<file path="src/rtl/rsc_consts.vh">
// Constants of the repeater status and configuration register group.
// Assumes a single 250 MHz clock domain and a synchronous active-low reset.

`ifndef RSC_CONSTS_VH
`define RSC_CONSTS_VH

// ----------------------------------------
// Register offsets
// ----------------------------------------
`define RSC_OFF_RX_TUNE   8'h79
`define RSC_OFF_FLAGS1    8'ha3
`define RSC_OFF_FLAGS2    8'ha4
`define RSC_OFF_REVISION  8'hb0
`define RSC_OFF_GLOBAL    8'hb2

// ----------------------------------------
// Reset values
// ----------------------------------------
`define RSC_RST_RX_TUNE   8'h62
`define RSC_RST_FLAGS1    8'h00
`define RSC_RST_FLAGS2    4'h0
`define RSC_RST_GLOBAL    8'h00

// ----------------------------------------
// Field positions
// ----------------------------------------
`define RSC_SQ_HI         6
`define RSC_SQ_LO         4
`define RSC_EQ_HI         3
`define RSC_EQ_LO         0
`define RSC_GL_SOFT_RST   7
`define RSC_GL_OFF1       6
`define RSC_GL_OFF0       5
`define RSC_GL_PUSHPULL   4
`define RSC_GL_ACT_LOW    3
`define RSC_GL_STORE_MASK 8'h7c
`define RSC_F2_WIDTH      4

`endif

</file>
<file path="src/rtl/rsc_regs.v">
// Status and configuration registers of a dual repeater, reached over I2C.
// Assumes event, pin and bus inputs are asynchronous; enables and fuse data
// come from logic on the same clock.
`timescale 1ns/10ps
`include "rsc_consts.vh"

module rsc_regs #(
    parameter [6:0] DEV_ADDR = 7'h2c,
    parameter [7:0] REV_CODE = 8'h5a  // Arbitrary value
) (
    input  wire       clock,
    input  wire       nrst,
    input  wire       scl_in,
    input  wire       sda_in,
    output wire       sda_out,
    output wire       sda_oe,
    input  wire       gpio1_pin,
    input  wire       gpio0_pin,
    input  wire       wake_evt_port1,
    input  wire       wake_evt_port0,
    input  wire       detach_evt_port1,
    input  wire       detach_evt_port0,
    input  wire       attach_evt_port1,
    input  wire       attach_evt_port0,
    input  wire       overvoltage_port1,
    input  wire       overvoltage_port0,
    input  wire       connected_port1,
    input  wire       connected_port0,
    input  wire       fuse_valid,
    input  wire [7:0] fuse_rx_tuning,
    input  wire [7:0] irq_enable_first,
    input  wire [3:0] irq_enable_second,
    output wire [2:0] ehs_squelch_level_port1,
    output wire [3:0] rx_equalizer_port1,
    output wire       repeater1_off,
    output wire       repeater0_off,
    output wire       soft_reset_pulse,
    output wire       int_out,
    output wire       int_oe
);

    // ----------------------------------------
    // Bus engine states
    // ----------------------------------------
    localparam [2:0] S_IDLE = 3'd0;
    localparam [2:0] S_ADDR = 3'd1;
    localparam [2:0] S_AACK = 3'd2;
    localparam [2:0] S_RX   = 3'd3;
    localparam [2:0] S_RACK = 3'd4;
    localparam [2:0] S_TX   = 3'd5;
    localparam [2:0] S_TACK = 3'd6;

    reg  [2:0]  st_reg;
    reg  [7:0]  sh_reg;
    reg  [3:0]  cnt_reg;
    reg  [7:0]  ptr_reg;
    reg         rw_reg;
    reg         first_reg;
    reg         nak_reg;
    reg         sda_drv_reg;
    reg         wr_en_reg;
    reg  [7:0]  wr_addr_reg;
    reg  [7:0]  wr_data_reg;
    reg  [1:0]  scl_s_reg;
    reg  [1:0]  sda_s_reg;
    reg         scl_d_reg;
    reg         sda_d_reg;
    reg  [11:0] pin_s1_reg;
    reg  [11:0] pin_s2_reg;
    reg  [11:0] pin_d_reg;
    reg  [7:0]  rx_tune_reg;
    reg  [7:0]  global_reg;
    reg         soft_rst_reg;
    reg         off1_reg;
    reg         off0_reg;
    reg         int_out_reg;
    reg         int_oe_reg;
    wire        rst_regs;
    wire        scl_rise;
    wire        scl_fall;
    wire        bus_start;
    wire        bus_stop;
    wire [11:0] rise;
    wire [11:0] fall;
    wire [7:0]  set_first;
    wire [3:0]  set_second;
    wire [7:0]  flags_first;
    wire [3:0]  flags_second;
    wire        wr_first;
    wire        wr_second;
    wire        irq_active;

    // Soft reset spares the bus engine so the causing write still gets its ACK
    assign rst_regs = ~nrst | soft_rst_reg;

    // Read decode, shared by first and later bytes
    function [7:0] read_mux;
        input [7:0] addr;
        begin
            case (addr)
                `RSC_OFF_RX_TUNE:  read_mux = rx_tune_reg;
                `RSC_OFF_FLAGS1:   read_mux = flags_first;
                `RSC_OFF_FLAGS2:   read_mux = {4'h0, flags_second};
                `RSC_OFF_REVISION: read_mux = REV_CODE;
                `RSC_OFF_GLOBAL:   read_mux = global_reg;
                default:           read_mux = 8'h00;
            endcase
        end
    endfunction

    // Bus line synchronisers
    always @(posedge clock) begin
        if (!nrst) begin
            scl_s_reg <= 2'h3;
            sda_s_reg <= 2'h3;
            scl_d_reg <= 1'b1;
            sda_d_reg <= 1'b1;
        end else begin
            scl_s_reg <= {scl_s_reg[0], scl_in};
            sda_s_reg <= {sda_s_reg[0], sda_in};
            scl_d_reg <= scl_s_reg[1];
            sda_d_reg <= sda_s_reg[1];
        end
    end

    assign scl_rise  = scl_s_reg[1] & ~scl_d_reg;
    assign scl_fall  = ~scl_s_reg[1] & scl_d_reg;
    assign bus_start = scl_s_reg[1] & scl_d_reg & sda_d_reg & ~sda_s_reg[1];
    assign bus_stop  = scl_s_reg[1] & scl_d_reg & ~sda_d_reg & sda_s_reg[1];

    // ----------------------------------------
    // Bus engine: first data byte sets the pointer, later bytes auto-increment
    // ----------------------------------------
    always @(posedge clock) begin
        if (!nrst) begin
            st_reg      <= S_IDLE;
            sh_reg      <= 8'h00;
            cnt_reg     <= 4'h0;
            ptr_reg     <= 8'h00;
            rw_reg      <= 1'b0;
            first_reg   <= 1'b0;
            nak_reg     <= 1'b0;
            sda_drv_reg <= 1'b0;
            wr_en_reg   <= 1'b0;
            wr_addr_reg <= 8'h00;
            wr_data_reg <= 8'h00;
        end else begin
            wr_en_reg <= 1'b0;
            if (bus_start) begin
                st_reg      <= S_ADDR;
                cnt_reg     <= 4'h0;
                sda_drv_reg <= 1'b0;
            end else if (bus_stop) begin
                st_reg      <= S_IDLE;
                sda_drv_reg <= 1'b0;
            end else if (scl_rise) begin
                case (st_reg)
                    S_ADDR, S_RX: begin
                        sh_reg  <= {sh_reg[6:0], sda_s_reg[1]};
                        cnt_reg <= cnt_reg + 4'h1;
                    end
                    S_TX: begin
                        sh_reg  <= {sh_reg[6:0], 1'b0};
                        cnt_reg <= cnt_reg + 4'h1;
                    end
                    S_TACK: begin
                        nak_reg <= sda_s_reg[1];
                    end
                    default: ;
                endcase
            end else if (scl_fall) begin
                case (st_reg)
                    S_ADDR: begin
                        if (cnt_reg == 4'h8) begin
                            if (sh_reg[7:1] == DEV_ADDR) begin
                                rw_reg      <= sh_reg[0];
                                sda_drv_reg <= 1'b1;
                                st_reg      <= S_AACK;
                            end else begin
                                st_reg <= S_IDLE;
                            end
                        end
                    end
                    S_AACK: begin
                        cnt_reg <= 4'h0;
                        if (rw_reg) begin
                            sh_reg      <= read_mux(ptr_reg);
                            sda_drv_reg <= ~|(read_mux(ptr_reg) & 8'h80);
                            st_reg      <= S_TX;
                        end else begin
                            sda_drv_reg <= 1'b0;
                            first_reg   <= 1'b1;
                            st_reg      <= S_RX;
                        end
                    end
                    S_RX: begin
                        if (cnt_reg == 4'h8) begin
                            sda_drv_reg <= 1'b1;
                            st_reg      <= S_RACK;
                            if (first_reg) begin
                                ptr_reg <= sh_reg;
                            end else begin
                                wr_en_reg   <= 1'b1;
                                wr_addr_reg <= ptr_reg;
                                wr_data_reg <= sh_reg;
                            end
                        end
                    end
                    S_RACK: begin
                        sda_drv_reg <= 1'b0;
                        cnt_reg     <= 4'h0;
                        first_reg   <= 1'b0;
                        st_reg      <= S_RX;
                        if (!first_reg) begin
                            ptr_reg <= ptr_reg + 8'h01;
                        end
                    end
                    S_TX: begin
                        if (cnt_reg == 4'h8) begin
                            sda_drv_reg <= 1'b0;
                            st_reg      <= S_TACK;
                        end else begin
                            sda_drv_reg <= ~sh_reg[7];
                        end
                    end
                    S_TACK: begin
                        cnt_reg <= 4'h0;
                        if (nak_reg) begin
                            st_reg <= S_IDLE;
                        end else begin
                            ptr_reg     <= ptr_reg + 8'h01;
                            sh_reg      <= read_mux(ptr_reg + 8'h01);
                            sda_drv_reg <= ~|(read_mux(ptr_reg + 8'h01) & 8'h80);
                            st_reg      <= S_TX;
                        end
                    end
                    default: begin
                        sda_drv_reg <= 1'b0;
                    end
                endcase
            end
        end
    end

    // Open-drain data line: only ever pulled low
    assign sda_out = 1'b0;
    assign sda_oe  = sda_drv_reg;

    // ----------------------------------------
    // Event synchronisers, edge detect and status flags
    // ----------------------------------------
    // A pin already high at reset release reads as a rising edge once.
    always @(posedge clock) begin
        if (!nrst) begin
            pin_s1_reg <= 12'h000;
            pin_s2_reg <= 12'h000;
            pin_d_reg  <= 12'h000;
        end else begin
            pin_s1_reg <= {gpio1_pin, gpio0_pin, wake_evt_port1, detach_evt_port1,
                           wake_evt_port0, detach_evt_port0, attach_evt_port1,
                           attach_evt_port0, overvoltage_port1, overvoltage_port0,
                           connected_port1, connected_port0};
            pin_s2_reg <= pin_s1_reg;
            pin_d_reg  <= pin_s2_reg;
        end
    end

    assign rise = pin_s2_reg & ~pin_d_reg;
    assign fall = ~pin_s2_reg & pin_d_reg;

    assign set_first  = {rise[11], fall[11], rise[10], fall[10],
                         rise[9], rise[8],
                         rise[7], rise[6]};
    assign set_second = {rise[5], rise[4], rise[3], rise[2]};

    assign wr_first  = wr_en_reg & (wr_addr_reg == `RSC_OFF_FLAGS1);
    assign wr_second = wr_en_reg & (wr_addr_reg == `RSC_OFF_FLAGS2);

    rsc_sticky_flags #(.W(8)) u_flags_first (
        .clock    (clock),
        .rst      (rst_regs),
        .set_evt  (set_first),
        .clr_wr   (wr_first),
        .clr_mask (wr_data_reg),
        .flags    (flags_first)
    );

    rsc_sticky_flags #(.W(`RSC_F2_WIDTH)) u_flags_second (
        .clock    (clock),
        .rst      (rst_regs),
        .set_evt  (set_second),
        .clr_wr   (wr_second),
        .clr_mask (wr_data_reg[3:0]),
        .flags    (flags_second)
    );

    // ----------------------------------------
    // Tuning, global setup, soft reset and deferred repeater disable
    // ----------------------------------------
    always @(posedge clock) begin
        if (rst_regs) begin
            rx_tune_reg <= fuse_valid ? fuse_rx_tuning : `RSC_RST_RX_TUNE;
        end else if (wr_en_reg && wr_addr_reg == `RSC_OFF_RX_TUNE) begin
            rx_tune_reg <= wr_data_reg;
        end
    end

    assign ehs_squelch_level_port1 = rx_tune_reg[`RSC_SQ_HI:`RSC_SQ_LO];
    assign rx_equalizer_port1      = rx_tune_reg[`RSC_EQ_HI:`RSC_EQ_LO];

    always @(posedge clock) begin
        if (rst_regs) begin
            global_reg <= `RSC_RST_GLOBAL;
        end else if (wr_en_reg && wr_addr_reg == `RSC_OFF_GLOBAL) begin
            global_reg <= wr_data_reg & `RSC_GL_STORE_MASK;
        end
    end

    // One-cycle pulse; held only by the pin reset so it cannot clear itself early
    always @(posedge clock) begin
        if (!nrst) begin
            soft_rst_reg <= 1'b0;
        end else begin
            soft_rst_reg <= wr_en_reg & (wr_addr_reg == `RSC_OFF_GLOBAL)
                            & wr_data_reg[`RSC_GL_SOFT_RST];
        end
    end

    assign soft_reset_pulse = soft_rst_reg;

    always @(posedge clock) begin
        if (rst_regs) begin
            off1_reg <= 1'b0;
            off0_reg <= 1'b0;
        end else begin
            off1_reg <= global_reg[`RSC_GL_OFF1] & (off1_reg | ~pin_s2_reg[1]);
            off0_reg <= global_reg[`RSC_GL_OFF0] & (off0_reg | ~pin_s2_reg[0]);
        end
    end

    assign repeater1_off = off1_reg;
    assign repeater0_off = off0_reg;

    // ----------------------------------------
    // Interrupt pin
    // ----------------------------------------
    assign irq_active = |(flags_first & irq_enable_first)
                      | |(flags_second & irq_enable_second);

    always @(posedge clock) begin
        if (rst_regs) begin
            int_out_reg <= 1'b0;
            int_oe_reg  <= 1'b0;
        end else if (global_reg[`RSC_GL_PUSHPULL]) begin
            int_out_reg <= irq_active ^ global_reg[`RSC_GL_ACT_LOW];
            int_oe_reg  <= 1'b1;
        end else begin
            int_out_reg <= 1'b0;
            int_oe_reg  <= irq_active;
        end
    end

    assign int_out = int_out_reg;
    assign int_oe  = int_oe_reg;

endmodule

</file>
<file path="src/rtl/rsc_sticky_flags.v">
// Bank of sticky event flags with write-one-to-clear.
// Assumes set pulses and clear writes come from the same clock domain.
`timescale 1ns/10ps

module rsc_sticky_flags #(
    parameter W = 8
) (
    input  wire         clock,
    input  wire         rst,
    input  wire [W-1:0] set_evt,
    input  wire         clr_wr,
    input  wire [W-1:0] clr_mask,
    output wire [W-1:0] flags
);

    reg  [W-1:0] flags_reg;
    wire [W-1:0] flags_next;

    // ----------------------------------------
    // Set wins over a clear in the same cycle
    // ----------------------------------------
    assign flags_next = (flags_reg & ~(clr_wr ? clr_mask : {W{1'b0}})) | set_evt;

    always @(posedge clock) begin
        if (rst) begin
            flags_reg <= {W{1'b0}};
        end else begin
            flags_reg <= flags_next;
        end
    end

    assign flags = flags_reg;

endmodule

</file>
<file path="config.mk">
export PLATFORM = sky130hd
export DESIGN_NAME = rsc_regs
export DESIGN_NICKNAME = d
export VERILOG_FILES = /design/src/rtl/rsc_regs.v /design/src/rtl/rsc_sticky_flags.v
export VERILOG_INCLUDE_DIRS = /design/src /design/src/rtl
export SDC_FILE = /design/constraint.sdc
export NUM_CORES = 1
export LEC_CHECK = 0
export BUFFER_PORTS_ARGS = -buffer_cell sky130_fd_sc_hd__buf_4
export CORE_UTILIZATION = 40
export DETAILED_ROUTE_END_ITERATION = 12
export GPL_TIMING_DRIVEN = 0
export PLACE_DENSITY = 0.56
export SLEW_MARGIN = 20
export SYNTH_ARGS = -nofsm -noshare
export SYNTH_HDL_FRONTEND = slang
export SYNTH_SLANG_ARGS = --single-unit
</file>
<file path="constraint.sdc">
create_clock -name clock -period 3.2 [get_ports clock]
set_input_delay 0.48 -clock clock [delete_from_list [all_inputs] [get_ports clock]]
set_output_delay 0.48 -clock clock [all_outputs]
set_load 0.02 [all_outputs]
</file>
Word-level counts from Yosys, hierarchy flattened. Cells that the tools add are included.

Logic and storage cells: 202. Register bits after elaboration: 116. Output and inout port bits: 14.

$add $sub $neg: 2. Multiplexer cells: 56. Bitwise logic cells: 46. Reductions and logical operators: 32. Equal/unequal tests: 38.

Operator list (count): $mux 8 (24); $eq 8x8->1 const B (11); $pmux 8 s5 (2); $pmux 8 s2 (2); $and 12x12->12 (2); $eq 8x7->1 const B (3); $not 12->12 (2); $pmux 8 s3 (1); $reduce_and 6->1 (4); $reduce_and 7->1 (3); $mux 4 (5); $ne 2x2->1 const B (9); $pmux 3 s6 (1); $and 8x8->8 (2); $not 1->1 (16); $mux 3 (5); $and 1x1->1 (13); $mux 1 (13); $ne 4x4->1 const B (3); $eq 3x3->1 const B (3); $reduce_and 9->1 (1); $reduce_bool 3->1 (3); $reduce_or 3->1 (3); $add 8x1->8 const B (1); 27 further kinds (42).

Longest topological paths before layout.
Depth after elaboration: 13. Gate-level depth with buffers: 10.

Cells and area by module. From an unflattened synthesis, not the netlist that was laid out.

Cells, all modules: 639. Area total of the unflattened synthesis: 5649.2 um^2.

Modules (own cells, without submodules): rsc_regs (seq. area each 2122.0 um^2, times used 1, area an instance 5144.9 um^2, cells an instance 589); rsc_sticky_flags at u_flags_first (seq. area each 160.2 um^2, times used 1, area an instance 359.1 um^2, cells an instance 34); rsc_sticky_flags at u_flags_second (seq. area each 80.1 um^2, times used 1, area an instance 145.1 um^2, cells an instance 16).

Least setup slack after synthesis. OpenSTA, ideal clock, no wires.

Path type: flip-flop to flip-flop. From: reg ptr_reg[1]. To: reg sh_reg[3]. Setup slack: 0.949 ns. Cell stages (with the launch flop): 9. Setup time: 0.116 ns. Arrival: 2.135 ns. Buffers on the path: 0. Cell sequence: dfxtp_1 -> ha_1 -> nand4_2 -> o21ai_0 -> nand3b_1 -> and3_1 -> o41a_1 -> a22o_1 -> o211a_1.

Word-level cells in the longest chain between the ends: 7.

Ends and longest elaborated chain: start: declaration (RTL line rsc_regs.v:56) `reg [7:0] ptr_reg;`; start signal: assignment (RTL line rsc_regs.v:201) `ptr_reg <= sh_reg;`; start signal: assignment (RTL line rsc_regs.v:215) `ptr_reg <= ptr_reg + 8'h01;`; start signal: assignment (RTL line rsc_regs.v:231) `ptr_reg <= ptr_reg + 8'h01;`; $add 8x1->8 (RTL line rsc_regs.v:232) `sh_reg <= read_mux(ptr_reg + 8'h01);`; $eq 8x8->1 or $eq 8x7->1 (tied branches) (RTL line rsc_regs.v:100) `case (addr)`; $pmux 8 s5 (RTL line rsc_regs.v:100); $mux 8 (RTL line rsc_regs.v:228) `if (nak_reg) begin`; $pmux 8 s2 * (RTL line rsc_regs.v:172) `case (st_reg)`; $mux 8 * (RTL line rsc_regs.v:171) `end else if (scl_fall) begin`; $mux 8 * (RTL line rsc_regs.v:156) `end else if (scl_rise) begin`; end signal: assignment (RTL line rsc_regs.v:159) `sh_reg <= {sh_reg[6:0], sda_s_reg[1]};`; end signal: assignment (RTL line rsc_regs.v:163) `sh_reg <= {sh_reg[6:0], 1'b0};`; end signal: assignment (RTL line rsc_regs.v:232); end: declaration (RTL line rsc_regs.v:54) `reg [7:0] sh_reg;`.

Every way passes the cells marked *; elsewhere a longest branch is shown, timed or not. The select of a mux whose other input is x is not followed. A chain may end at the register's enable or synchronous reset.

Worst setup path in the final report.
From: reg ptr_reg[1]. To: reg sh_reg[6].

Same word-level chain as after synthesis.

==> results.toml <==
[run_status]
status = "complete, no violations"

[timing]
skew_ns = 0.00881
finalHoldViolCount = 0
fin_setup_tns_ns = 0
whs_ns = 0.246
layout_worst_path_cycle_share_pct = 91.1
setup_viol = 0
fin_ws_ns = 0.284
rsz0062_at_grt = "false"
slew_viol_final = 0
fmax_mhz = 343
period_needed_ns = 2.92
slew_headroom_pct = 34.7
tightestPinTransition_ns = 0.970

[global_route]
grt_max_degree = 17
antenna_found_initial = 0
grt_pass1_wl_um = 25700
grt_overflow = 0
grt_usage_pct = 23.3
grt_pass1_vias = 4914

[logic_synthesis]
ys_ff_latch = 114
synth_nets = 702
synthArstFlopShare_pct = 0
syn-cell-area_mm2 = 0.00559
yosys_warnings = 0
synth_top_cell_by_area = "dfxtp_1"
synth_cell_types = 69
syn_area_per_cell_um2 = 8.53
synth_enable_flop_cells = 8
yosysSeqAreaShare_pct = 42.2
postSynthCellCount = 656
synth_top_area_share_pct = 37.9
synth-main-ff-cell = "dfxtp_1"
yosys-top-cells-area = "dfxtp_1 38%, nand2_1 5.3%, and2_1 4.5%"

[clocking]
cts-htree-levels = 4
cts_setup_buffers = 0
clk_path_buf_depth = 2
cts-hold-fix-buffers = 0
clkTransAtPathRegs_ns = 0.06
cts_buffers = 17
cts_tree = "yes"
cts_resized = 0
root_buffer = "clkbuf_16"
clock-sinks = 114
clk_latency_ns = 0.42

[power_and_ir_drop]
p_per_area_mw_per_mm2 = 544
p_leak_nw = 2.68
power_mw = 3.72
vdd_drop_max_mv = 0.414

[worst_hold_path]
hold_class = "in2reg"

[detailed_routing]
first_pass_iters = 5
vias = 5106
drc_errors = 0
ant_nets = 0
drtIter0Drc = 391
avgViaCountPerCell = 5.60
wire_per_inst_um = 17.7
routed_wl_um = 16100

[setup_path]
path_max_fanout = 10
worst_path_largest_cell_delay_ns = 0.65
critPathBufInv = 1
worstSetupEndpointType = "flop"
cp-start-kind = "flop"
crit_chain = "ha_1, clkbuf_1, nand2_1, a2bb2oi_1, nor4_1, a221o_1, a21oi_1, a221oi_1"
cpMaxStageDelayCell = "nor4_1"
cp.required_ns = 3.52
crit_arrival_ns = 3.24
crit_type = "reg2reg"
crit_family = "simple AND/OR/NAND/NOR gates"

[placement]
hpwl_um = 11700
gp_congestion = 0.912
placed_area_mm2 = 0.00618
place_ws_ns = 0.380
io_buffers = 48
dp_cells = 880

[layout]
design_area_mm2 = 0.00683
post_layout_nonfiller_instances = 912
n_antenna_cell = 0
finish.utilization_pct = 50.8
num-nets-final = 769
areaGrowthSynthToFinish_pct = 22.1
drive_gt1_share_pct = 16.2

[floorplan]
fp.coreArea_mm2 = 0.0135
die_y_um = 120
start_util_pct = 41.6
die_w_um = 120
ios = 51
fp.dieArea_mm2 = 0.0145
num_rows = 42

[job]
cap_violations = 0
## kinds of logic (layout without fill, tap and decap cells)
| group | Yosys count | after routing | share of synthesized area [%] |
|---|---|---|---|
| mux | 20 | 20 | 3.58 |
| buf+inv | 63 | 143 | 5.41 |
| other cells | 1 | 1 | 0.0670 |
| simple gates | 304 | 304 | 28.7 |
| xor+xnor | 8 | 8 | 1.25 |
| flops | 114 | 114 | 42.2 |
| fa+ha+maj | 9 | 9 | 2.01 |
| compound gates | 137 | 137 | 16.8 |
## cells in the mapped netlist (all sizes together) (2+ instances only)
master and n:
dfxtp 106, nand2 80, nor2 60, and2 41, a21oi 39, nor2b 25
clkbuf 24, buf 22, mux2i 20, o21ai 20, nand3 19, inv 17
a31oi 15, nand2b 15, nor3 11, a22oi 10, and3 10, ha 9
edfxtp 8, a221o 7, nand4 7, a211oi 6, a221oi 6, a22o 6
nor4 6, a21o 5, nor3b 5, xor2 5, and4 4, nand3b 4
or2 4, o21a 3, o22ai 3, or3 3, xnor2 3, a222oi 2
and3b 2, and4b 2, nand4b 2, nor4b 2, o31ai 2
## cells in the final DEF, fill, tap and decap left out, drive strengths merged, types with 4 or more instances in the layout
| cell | n |
|---|---|
| edfxtp | 8 |
| nand4 | 7 |
| inv | 22 |
| a21o | 5 |
| o21ai | 20 |
| a221o | 7 |
| a31oi | 15 |
| nor3b | 5 |
| buf | 70 |
| clkbuf | 44 |
| a21oi | 39 |
| nor2 | 60 |
| or2 | 4 |
| nand2 | 80 |
| nand2b | 15 |
| and3 | 10 |
| mux2i | 20 |
| nor3 | 11 |
| a22o | 6 |
| ha | 9 |
| and2 | 41 |
| nor2b | 25 |
| a221oi | 6 |
| nand3 | 19 |
| nand3b | 4 |
| dfxtp | 106 |
| a22oi | 10 |
| xor2 | 5 |
| a211oi | 6 |
| nor4 | 6 |
| and4 | 4 |
## worst register-to-register path, cell delays in order (launching register included)
cell	delay, ns
dfxtp_1	0.55
ha_1	0.32
clkbuf_1	0.38
nand2_1	0.15
a2bb2oi_1	0.16
nor4_1	0.65
a221o_1	0.28
a21oi_1	0.07
a221oi_1	0.26
## final timing paths
path | from | end | slack, ns | depth (start not counted)
setup reg to reg | ptr_reg[1] | sh_reg[6] | 0.28 | 8
hold reg to reg | sda_s_reg[0] | sda_s_reg[1] | 0.40 | 1
setup / recovery | ptr_reg[1] | sh_reg[6] | 0.28 | 8
hold / removal | sda_in | sda_s_reg[0] | 0.25 | 2
## report_power, final
| group | leakage (nW) | total [mW] | internal [mW] | switching [mW] |
|---|---|---|---|---|
| registers | 0.944 | 1.50 | 1.47 | 0.0258 |
| logic | 1.42 | 0.171 | 0.0813 | 0.0895 |
| clock network | 0.314 | 2.04 | 1.33 | 0.719 |
| total | 2.68 | 3.72 | 2.88 | 0.834 |
## routing by layer
layer / vias to the layer above / track usage (%) / share of wire, %
li1: 2440 / - / -
met1: 2415 / 30.7 / 46
met2: 214 / 36.8 / 46
met3: 37 / 4.76 / 5.5
met4: 0 / 9.80 / 2.6
met5: - / 0 / 0
## final cells by class
class | instances | area, um2
fill | 1323 | 6630
multi-input combinational | 479 | 2940
clock inverter | 12 | 165
inverter | 17 | 63.8
clock buffer | 20 | 478
sequential | 114 | 2360
tap | 176 | 220
buffer | 46 | 239
timing repair buffer | 48 | 360
Note: power is estimated with default switching activity, not from simulation.
